==> src/pm_pkg.sv <==
/*
 * constants shared by the measurement engine and its host port.
 * assumes one 250 MHz clock for both ends and a 16-bit register link.
 */
// What this block does
// - shunt then bus sampled; gap scales with averaging
// - current and power computed after conversions, background
// - shunt gain widens range x2, x4, x8
// - bus range selectable: 16V or 32V
// - unity gain 40mV, divide-by-two gives 80mV
// - separate resolution and averaging for shunt, bus
// - defaults: continuous, 12-bit, 320mV, 32V
// - current, power meaningful only after calibration written
// - host rewrites settings after every power-up
// - host calibration = trunc(0.04096 / (step*shunt))
// - bus step 4mV; power step 20x current
// - current saturates at +32767 steps
// - host picks step between max/32767 and max/4096
// - host may trim calibration by measured current
// - calibration resets zero, so current, power zero
package pm_pkg;
  // register pointers on the link
  localparam logic [7:0] PTR_CFG = 8'h00; // configuration
  localparam logic [7:0] PTR_SHUNT = 8'h01; // shunt result
  localparam logic [7:0] PTR_BUS = 8'h02; // bus result
  localparam logic [7:0] PTR_POWER = 8'h03; // power result
  localparam logic [7:0] PTR_CURRENT = 8'h04; // current result
  localparam logic [7:0] PTR_CAL = 8'h05; // calibration
  // reset values
  localparam logic [15:0] CFG_RST = 16'h399f; // default configuration
  localparam logic [15:0] CAL_RST = 16'h0000; // calibration zero
  // configuration fields
  localparam int CFG_RST_BIT = 15; // self-clearing soft reset
  localparam int CFG_BRNG_BIT = 13; // bus range select
  localparam int CFG_PG_LO = 11; // shunt gain field, 2 bits
  localparam int CFG_BADC_LO = 7; // bus adc field, 4 bits
  localparam int CFG_SADC_LO = 3; // shunt adc field, 4 bits
  localparam int CFG_MODE_LO = 0; // mode field, 3 bits
  // bus result fields
  localparam int BUS_DATA_LO = 3; // 13-bit result at [15:3]
  localparam int BUS_CNVR_BIT = 1; // conversion ready
  localparam int BUS_OVF_BIT = 0; // math overflow
  // full scale in result steps (shunt 10uV, bus 4mV)
  localparam logic [15:0] SHUNT_FS_40MV = 16'h0fa0; // 4000 steps
  localparam logic [12:0] BUS_FS_16V = 13'h0fa0; // 4000 steps
  localparam logic [12:0] BUS_FS_32V = 13'h1f40; // 8000 steps
  localparam int CAL_SHIFT = 12; // divide by 4096
  localparam logic [15:0] CUR_MAX = 16'h7fff; // 32767 steps
  localparam int POWER_DIV = 5000; // 20 x step over 4mV
  // timing: worst gap, 12-bit with 128 samples
  localparam int GAP_MAX_MS = 68; // milliseconds
  localparam int GAP_AVG_N = 128; // samples in that gap
  localparam int CLK_MHZ = 250; // pclk rate
  localparam int CONV12_CYC = GAP_MAX_MS * 1000 * CLK_MHZ / GAP_AVG_N;
  // host apb map (byte offsets)
  localparam logic [7:0] A_PTR = 8'h00; // link pointer
  localparam logic [7:0] A_WDATA = 8'h04; // write data
  localparam logic [7:0] A_CTRL = 8'h08; // bit0 go, bit1 write
  localparam logic [7:0] A_STAT = 8'h0c; // bit0 busy, bit1 done
  localparam logic [7:0] A_RDATA = 8'h10; // last read data
endpackage

==> src/pm_link_if.sv <==
/*
 * register link between host port and measurement engine.
 * assumes both ends on pclk; one request outstanding at a time.
 */
`timescale 1ns/100ps
interface pm_link_if;
  logic        req;   // request, held until ack
  logic        wr;    // 1 write, 0 read
  logic [7:0]  ptr;   // register pointer
  logic [15:0] wdata; // write data
  logic        ack;   // one-cycle answer
  logic [15:0] rdata; // read data, valid with ack
  modport dev (input req, wr, ptr, wdata, output ack, rdata);
  modport host (output req, wr, ptr, wdata, input ack, rdata);
endinterface // pm_link_if

==> src/pm_engine.sv <==
/*
 * measurement engine: sequences shunt and bus samples, averages them,
 * scales current and power from calibration, serves the register link.
 * assumes adc sample words are on pclk and valid whenever taken.
 */
`timescale 1ns/100ps
module pm_engine #(
  parameter int CONV_CYC = pm_pkg::CONV12_CYC // 12-bit sample time
) (
  input  wire logic        pclk,       // clock
  input  wire logic        presetn,    // async reset, low
  pm_link_if.dev           link,       // register link
  input  wire logic        conv_n,     // convert line, low starts
  input  wire logic [15:0] shunt_adc,  // shunt sample, 10uV steps
  input  wire logic [12:0] bus_adc,    // bus sample, 4mV steps
  output logic             shunt_take, // pulse: shunt sample taken
  output logic             bus_take,   // pulse: bus sample taken
  output logic             cnvr        // conversion ready level
);
  typedef enum logic [2:0] {S_IDLE, S_SHUNT, S_BUS, S_MUL, S_PWR} st_t;
  st_t         st_r;         // sequencer state
  logic [15:0] cfg_r;        // configuration
  logic [15:0] cal_r;        // calibration
  logic [15:0] shunt_r;      // shunt result
  logic [12:0] bus_r;        // bus result
  logic [15:0] cur_r;        // current result
  logic [15:0] pwr_r;        // power result
  logic        cnvr_r;       // conversion ready
  logic        ovf_r;        // math overflow
  logic [31:0] tmr_r;        // sample timer
  logic [7:0]  cnt_r;        // samples left
  logic signed [23:0] acc_r; // sample sum
  logic        cv1_r, cv2_r; // convert line sync
  logic        cv3_r;        // convert line, one cycle later
  logic        pwr_due_r;    // power step follows current step
  logic        ack_r;        // link answer
  logic [15:0] rdata_r;      // link read data
  logic signed [31:0] prod_r; // shunt times cal
  // averaging count and sample time from a 4-bit adc field
  function automatic logic [7:0] avg_n(input logic [3:0] f);
    avg_n = f[3] ? 8'(1 << f[2:0]) : 8'h01;
  endfunction
  function automatic logic [2:0] avg_sh(input logic [3:0] f);
    avg_sh = f[3] ? f[2:0] : 3'h0;
  endfunction
  function automatic logic [31:0] smp_cyc(input logic [3:0] f);
    smp_cyc = f[3] ? 32'(CONV_CYC) : 32'(CONV_CYC >> (3 - f[1:0]));
  endfunction
  // decoded configuration
  wire [3:0]  sadc = cfg_r[pm_pkg::CFG_SADC_LO +: 4]; // shunt adc
  wire [3:0]  badc = cfg_r[pm_pkg::CFG_BADC_LO +: 4]; // bus adc
  wire [1:0]  pg   = cfg_r[pm_pkg::CFG_PG_LO +: 2];   // shunt gain
  wire [2:0]  mode = cfg_r[pm_pkg::CFG_MODE_LO +: 3]; // mode
  wire        brng = cfg_r[pm_pkg::CFG_BRNG_BIT];     // bus range
  // shunt limit: 40mV times 1,2,4,8 gives up to 320mV
  wire [15:0] sh_fs = pm_pkg::SHUNT_FS_40MV << pg;
  // bus limit: 16V or 32V
  wire [12:0] bus_fs = brng ? pm_pkg::BUS_FS_32V : pm_pkg::BUS_FS_16V;
  // link decode
  wire        wr_hit = link.req & link.wr & ~ack_r;  // write accepted
  wire        rd_hit = link.req & ~link.wr & ~ack_r; // read accepted
  wire        cfg_wr = wr_hit & (link.ptr == pm_pkg::PTR_CFG);
  wire        cal_wr = wr_hit & (link.ptr == pm_pkg::PTR_CAL);
  wire        soft_rst = cfg_wr & link.wdata[pm_pkg::CFG_RST_BIT];
  wire        off_mode = (link.wdata[2:0] == 3'h0) | (link.wdata[2:0] == 3'h4);
  wire        trig_mode = ~mode[2] & (mode[1:0] != 2'h0);
  wire        idle_go = mode[2] ? (mode[1:0] != 2'h0) : (trig_mode & ~cv2_r);
  wire        conv_fall = trig_mode & cv3_r & ~cv2_r & (st_r == S_IDLE); // new trigger
  wire        tick = (tmr_r == 32'h0);               // sample instant
  wire        last = tick & (cnt_r == 8'h01);        // last sample
  wire signed [23:0] acc_nx = acc_r + (st_r == S_SHUNT ?
                        24'(signed'(shunt_adc)) : 24'({11'h0, bus_adc}));
  wire signed [23:0] sh_avg = acc_nx >>> avg_sh(sadc); // shunt mean
  wire [23:0] bus_avg = acc_nx >> avg_sh(badc);        // bus mean
  wire signed [16:0] fs_s = 17'({1'b0, sh_fs});         // signed limit
  wire        cur_neg = prod_r[31];
  wire signed [31:0] cur_full = prod_r >>> pm_pkg::CAL_SHIFT;
  wire        cur_ovf = (cur_full > 32'sd32767) | (cur_full < -32'sd32768);
  wire [15:0] cur_abs = cur_r[15] ? 16'(-cur_r) : cur_r;
  wire [31:0] pwr_full = (32'(cur_abs) * 32'(bus_r)) / 32'(pm_pkg::POWER_DIV);

  // conversion line passes two flops before use
  always_ff @(posedge pclk or negedge presetn) begin
    if (!presetn) begin
      cv1_r <= 1'b1;
      cv2_r <= 1'b1;
      cv3_r <= 1'b1;
    end else begin
      cv1_r <= conv_n;
      cv2_r <= cv1_r;
      cv3_r <= cv2_r;
    end
  end

  // configuration and calibration registers
  always_ff @(posedge pclk or negedge presetn) begin
    if (!presetn) begin
      cfg_r <= pm_pkg::CFG_RST;
      cal_r <= pm_pkg::CAL_RST;
    end else if (soft_rst) begin
      cfg_r <= pm_pkg::CFG_RST; // soft reset, bit self-clears
      cal_r <= pm_pkg::CAL_RST;
    end else begin
      if (cfg_wr) cfg_r <= link.wdata & 16'h7fff; // separate sadc, badc
      if (cal_wr) cal_r <= link.wdata;
    end
  end

  // sequencer: shunt samples, then bus samples, then background math
  always_ff @(posedge pclk or negedge presetn) begin
    if (!presetn) begin
      st_r <= S_IDLE;
      tmr_r <= 32'h0;
      cnt_r <= 8'h0;
      acc_r <= 24'sh0;
    end else if (soft_rst || (cfg_wr && !idle_go && st_r != S_IDLE)) begin
      st_r <= S_IDLE; // abort to idle on soft reset, or on reconfigure while idle_go is low
    end else begin
      unique case (st_r)
        S_IDLE: if (idle_go && !(trig_mode && !cfg_wr && !cv2_r && cnvr_r)) begin
          st_r <= mode[0] ? S_SHUNT : S_BUS;
          tmr_r <= mode[0] ? smp_cyc(sadc) : smp_cyc(badc);
          cnt_r <= mode[0] ? avg_n(sadc) : avg_n(badc);
          acc_r <= 24'sh0;
        end
        S_SHUNT: if (tick) begin
          acc_r <= last ? 24'sh0 : acc_nx;
          cnt_r <= last ? avg_n(badc) : cnt_r - 8'h01;
          tmr_r <= last ? smp_cyc(badc) : smp_cyc(sadc);
          if (last) st_r <= mode[1] ? S_BUS : S_MUL;
        end else tmr_r <= tmr_r - 32'h1;
        S_BUS: if (tick) begin
          acc_r <= last ? 24'sh0 : acc_nx;
          cnt_r <= cnt_r - 8'h01;
          tmr_r <= smp_cyc(badc);
          if (last) st_r <= S_MUL;
        end else tmr_r <= tmr_r - 32'h1;
        S_MUL: st_r <= S_PWR;
        S_PWR: st_r <= S_IDLE;
      endcase
    end
  end

  // results: clamp to range, then scale
  always_ff @(posedge pclk or negedge presetn) begin
    if (!presetn) begin
      shunt_r <= 16'h0;
      bus_r <= 13'h0;
      prod_r <= 32'sh0;
      cur_r <= 16'h0;
      pwr_r <= 16'h0;
      ovf_r <= 1'b0;
      pwr_due_r <= 1'b0;
    end else if (soft_rst) begin
      cur_r <= 16'h0;
      pwr_r <= 16'h0;
      ovf_r <= 1'b0;
      pwr_due_r <= 1'b0;
    end else begin
      pwr_due_r <= (st_r == S_PWR); // power one step after current
      if (st_r == S_SHUNT && last)
        shunt_r <= sh_avg > 24'(fs_s) ? sh_fs : sh_avg < -24'(fs_s) ?
                   16'(-sh_fs) : sh_avg[15:0];
      if (st_r == S_BUS && last)
        bus_r <= bus_avg > 24'(bus_fs) ? bus_fs : bus_avg[12:0];
      if (st_r == S_MUL)
        prod_r <= 32'(signed'(shunt_r)) * 32'(signed'({1'b0, cal_r}));
      if (st_r == S_PWR) begin
        cur_r <= cur_ovf ? (cur_neg ? 16'h8000 : pm_pkg::CUR_MAX) : cur_full[15:0];
        ovf_r <= cur_ovf;
      end
      if (pwr_due_r)
        pwr_r <= pwr_full > 32'h0000ffff ? 16'hffff : pwr_full[15:0];
    end
  end

  // conversion ready: set after math, set wins over clears
  always_ff @(posedge pclk or negedge presetn) begin
    if (!presetn) cnvr_r <= 1'b0;
    else if (pwr_due_r) cnvr_r <= 1'b1;
    else if ((cfg_wr && !off_mode) || soft_rst || conv_fall) cnvr_r <= 1'b0;
  end

  // link answer, one cycle after request
  always_ff @(posedge pclk or negedge presetn) begin
    if (!presetn) begin
      ack_r <= 1'b0;
      rdata_r <= 16'h0;
    end else begin
      ack_r <= wr_hit | rd_hit;
      if (rd_hit) begin
        unique case (link.ptr)
          pm_pkg::PTR_CFG: rdata_r <= cfg_r;
          pm_pkg::PTR_SHUNT: rdata_r <= shunt_r;
          pm_pkg::PTR_BUS: rdata_r <= {bus_r, 1'b0, cnvr_r, ovf_r};
          pm_pkg::PTR_POWER: rdata_r <= pwr_r;
          pm_pkg::PTR_CURRENT: rdata_r <= cur_r;
          pm_pkg::PTR_CAL: rdata_r <= cal_r;
          default: rdata_r <= 16'h0; // unmapped reads zero
        endcase
      end
    end
  end

  assign link.ack = ack_r;
  assign link.rdata = rdata_r;
  assign shunt_take = (st_r == S_SHUNT) & tick;
  assign bus_take = (st_r == S_BUS) & tick;
  assign cnvr = cnvr_r;
endmodule // pm_engine

==> src/flat_wrapper.sv <==
// flat-port wrapper written by rule: the top's interface ports become plain ports
module pm_engine_flat 
#(
  parameter int CONV_CYC = pm_pkg::CONV12_CYC                      
)
  (pclk, presetn, conv_n, shunt_adc, bus_adc, shunt_take, bus_take, cnvr, link_req, link_wr, link_ptr, link_wdata, link_ack, link_rdata);
  pm_link_if link_i ();
  input  wire logic pclk;
  input  wire logic presetn;
  input  wire logic conv_n;
  input  wire logic [15:0] shunt_adc;
  input  wire logic [12:0] bus_adc;
  output logic shunt_take;
  output logic bus_take;
  output logic cnvr;
  input wire logic [$bits(link_i.req)-1:0] link_req;
  input wire logic [$bits(link_i.wr)-1:0] link_wr;
  input wire logic [$bits(link_i.ptr)-1:0] link_ptr;
  input wire logic [$bits(link_i.wdata)-1:0] link_wdata;
  output wire logic [$bits(link_i.ack)-1:0] link_ack;
  output wire logic [$bits(link_i.rdata)-1:0] link_rdata;
  assign link_i.req = link_req;
  assign link_i.wr = link_wr;
  assign link_i.ptr = link_ptr;
  assign link_i.wdata = link_wdata;
  assign link_ack = link_i.ack;
  assign link_rdata = link_i.rdata;
  pm_engine #(.CONV_CYC(CONV_CYC)) u_core (.pclk(pclk), .presetn(presetn), .link(link_i), .conv_n(conv_n), .shunt_adc(shunt_adc), .bus_adc(bus_adc), .shunt_take(shunt_take), .bus_take(bus_take), .cnvr(cnvr));
endmodule
==> config.mk <==
export PLATFORM = sky130hd
export DESIGN_NAME = pm_engine_flat
export DESIGN_NICKNAME = d
export VERILOG_FILES = /design/src/pm_pkg.sv /design/src/pm_link_if.sv /design/src/pm_engine.sv /design/src/flat_wrapper.sv
export SDC_FILE = /design/constraint.sdc
export NUM_CORES = 2
export LEC_CHECK = 0
export BUFFER_PORTS_ARGS = -buffer_cell sky130_fd_sc_hd__clkbuf_2
export CORE_MARGIN = 1.5
export CORE_UTILIZATION = 28
export CTS_CLUSTER_DIAMETER = 120
export CTS_CLUSTER_SIZE = 25
export DETAILED_ROUTE_END_ITERATION = 10
export PLACE_DENSITY = 0.42
export SETUP_SLACK_MARGIN = 0.15
export SLEW_MARGIN = 5
export SYNTH_ARGS = -nofsm -noshare
export SYNTH_HDL_FRONTEND = slang
export SYNTH_SLANG_ARGS = --single-unit
==> constraint.sdc <==
create_clock -name pclk -period 20.7 [get_ports pclk]
set_input_delay 4.14 -clock pclk [delete_from_list [all_inputs] [get_ports pclk]]
set_output_delay 4.14 -clock pclk [all_outputs]
set_load 0.02 [all_outputs]
==> out/metrics.cfg <==
[worst_setup_path]
path_class = reg -> reg
r2r-start = u_core.cur_r[4]
crit_arrival_ns = 20.34
ff2ff_path_depth = 78
reg2reg_slack_ns = 0.84
crit_required_ns = 21.18
crit_path_start_kind = register
regToRegEndpoint = u_core.pwr_r[0]
cpPeakStageDelay_ns = 0.57
endpoint_kind = register
cp_max_fo = 10
cpMaxStageDelayCell = fa_1

[clocking]
cts_buffers = 17
clk_latency_ns = 0.58
h-tree-depth = 1
cts-root-buf = clkbuf_16
clk_path_buf_depth = 3
tritoncts = yes
clkSlewWorstSetupHoldPaths_ns = 0.11
numClockSinks = 202

[timing]
tightest_slew_ns = 1.15
setup_viol = 0
skew_ns = 0.0478
fmax_mhz = 50.4
maxSlewViolCount = 0
min_period_ns = 19.86
slew-limit-headroom_pct = 22.9
setup_ws_ns = 0.843
finalCritPeriodShare_pct = 95.9
whs_ns = 0.363
tns_ns = 0
hold_viol = 0

[floorplan]
initial_core_util_pct = 28.3
io_pins = 78
num_rows = 128
die_width_um = 354
fp.dieArea_sq_um = 126000
coreArea_sq_um = 122000
die_h_um = 354

[layout]
fin_nets = 5101
drive_gt1_share_pct = 14.4
syn_to_final_growth_pct = 14.9
diodes = 0
num-fill-cells = 13100
stdcell_count = 6081
postLayoutCellArea_sq_um = 39800
final_core_utilization_pct = 32.5

[synthesis]
synth_compound_area_share_pct = 20.3
synthMuxAreaShare_pct = 3.24
syn_inst = 4337
ys.flop_type = dfrtp_1
post-synth-top-count-cell = nand2_1
synth_edf_count = 0
synth_largest_area_cell = fa_1
synthXorXnorAreaFrac_pct = 4.34
yosys_warnings = 0
yosys.area.top_type_share_pct = 20.1
synth-seq-cells = 202
async_flop_share_pct = 100
avgSynthCellArea_sq_um = 7.98
synth_simple_gate_area_share_pct = 20.1
ys_top_cells_by_area = fa_1 (20%), dfrtp_1 (14%), ha_1 (9.0%)
synth_fa_ha_area_share_pct = 29.5
netlist_top_cells_count = nand2_1 (627), inv_1 (503), fa_1 (348), a21oi_1 (297), nor2_1 (269)
synth_fp_nets = 4992
synth_top_family_by_area = adder cells
syn_area_sq_um = 34600
ys_seq_area_share_pct = 14.7
synth_cell_types = 124

[detailed_routing]
vias = 30900
drtIter0Drc = 1973
drc = 0
wl_per_cell_um = 19.3
drt_wl_total_um = 117000
vias_per_cell = 5.08
drtPass1Iterations = 6
antenna_left = 0

[run]
cap_violations = 0

[worst_hold_path]
min-delay-start = u_core.cv1_r
holdPathStages = 0
holdCritPathClass = reg -> reg
min_to = u_core.cv2_r

[placed_design]
place_area_sq_um = 37500
dp_cells = 6004
place_ws_ns = -0.596
dpl.hpwl_um = 91400
port_buffers = 77
place.gp.congestion = 0.846

[grt]
grt_antenna_before_repair = 1
grt_max_degree = 102
grt_pass1_wl_um = 185000
grt_pass1_vias = 31400
grt_usage_pct = 18.5
grt-ovfl-total = 0

[power_and_ir_drop]
powerDensity_nw_per_um2 = 58.9
finalPower_mw = 2.34
p_leak_nw = 18.2
ir_drop_mv = 0.0698

[outcome]
status = complete, no violations

-- metal layers --
metal | GRT usage, % | up-vias | wire [um]
met5 | 0 | - | 0
met4 | 2.68 | 0 | 1820
met3 | 1.34 | 103 | 3900
met2 | 31.8 | 573 | 56000
met1 | 25.8 | 15300 | 55500
li1 | - | 14900 | -
-- power breakdown --
group,internal [mW],total [mW],switching [mW]
Combinational,0.490,1.36,0.874
Sequential,0.484,0.597,0.113
Clock,0.170,0.382,0.212
Total,1.14,2.34,1.20
-- worst max-delay path by stage --
stage	from	end	slack [ns]
2_1_floorplan	u_core.cur_r[4]	u_core.pwr_r[0]	0.92
5_1_grt	u_core.cur_r[2]	u_core.pwr_r[0]	-0.03
3_3_place_gp	u_core.cur_r[4]	u_core.pwr_r[0]	-0.36
3_5_place_dp	u_core.cur_r[4]	u_core.pwr_r[0]	-0.60
6_report	u_core.cur_r[4]	u_core.pwr_r[0]	0.84
4_1_cts	u_core.cur_r[4]	u_core.pwr_r[0]	0.19
-- flip-flops by register name (all words and copies together) (netlist names), 3 cells and up --
register / count
u_core.tmr_r: 32
u_core.acc_r: 24
u_core.prod_r: 20
u_core.cal_r: 16
u_core.cur_r: 16
u_core.link.rdata: 16
u_core.pwr_r: 16
u_core.shunt_r: 16
u_core.cfg_r: 15
u_core.bus_r: 13
u_core.cnt_r: 8
u_core.st_r: 3
-- area by class of cell --
cell class | instances | area [sq um] | share of cell area (%)
multi-input combinational | 3418 | 28000 | 70.5
tap | 1625 | 2030 | 5.11
timing repair buffer | 302 | 2100 | 5.28
sequential | 202 | 5070 | 12.8
inverter | 505 | 1900 | 4.77
clock buffer | 18 | 429 | 1.08
clock inverter | 11 | 189 | 0.475
-- cells in the final DEF, fill, tap and decap left out, types with 76 or more instances in the layout --
cell type / synthesis / routed
nand2_1: 627 / 623
inv_1: 503 / 503
fa_1: 348 / 346
a21oi_1: 297 / 285
nor2_1: 269 / 255
ha_1: 249 / 242
o21ai_0: 232 / 226
and2_1: 229 / 225
buf_4: 0 / 221
dfrtp_1: 189 / 188
xnor2_1: 97 / 81
nor3_1: 94 / 80
clkbuf_2: 0 / 76
-- critical path: cells and delay by family, from the launching register on --
family / cells / cell delay [ns]
buffers and inverters: 10 / 1.30
flip-flops: 1 / 0.44
adder cells (fa/ha/maj): 7 / 3.27
AND/OR/NAND/NOR: 18 / 4.48
XOR/XNOR: 3 / 0.49
AO/OA/AOI/OAI: 34 / 8.00
multiplexers: 6 / 1.77
-- kinds of logic (layout without fill, tap and decap cells) --
kind of cell | count (synthesis) | in the layout
buffers and inverters | 719 | 836
and+or+nand+nor | 1483 | 1484
DFF | 202 | 202
AOI/OAI and AO/OA | 1051 | 1051
xor gates and xnor gates | 169 | 170
muxes | 105 | 105
adders and majority gates | 608 | 608
-- what timing repair did --
action,in CTS,in global routing
endpoints found under the setup margin,2,3
cloned,1,1
pin swaps,7,57
setup buffers,12,34
hold buffers,0,0
gates resized for setup,48,184
No activity file was read; power rests on OpenSTA's default activity.
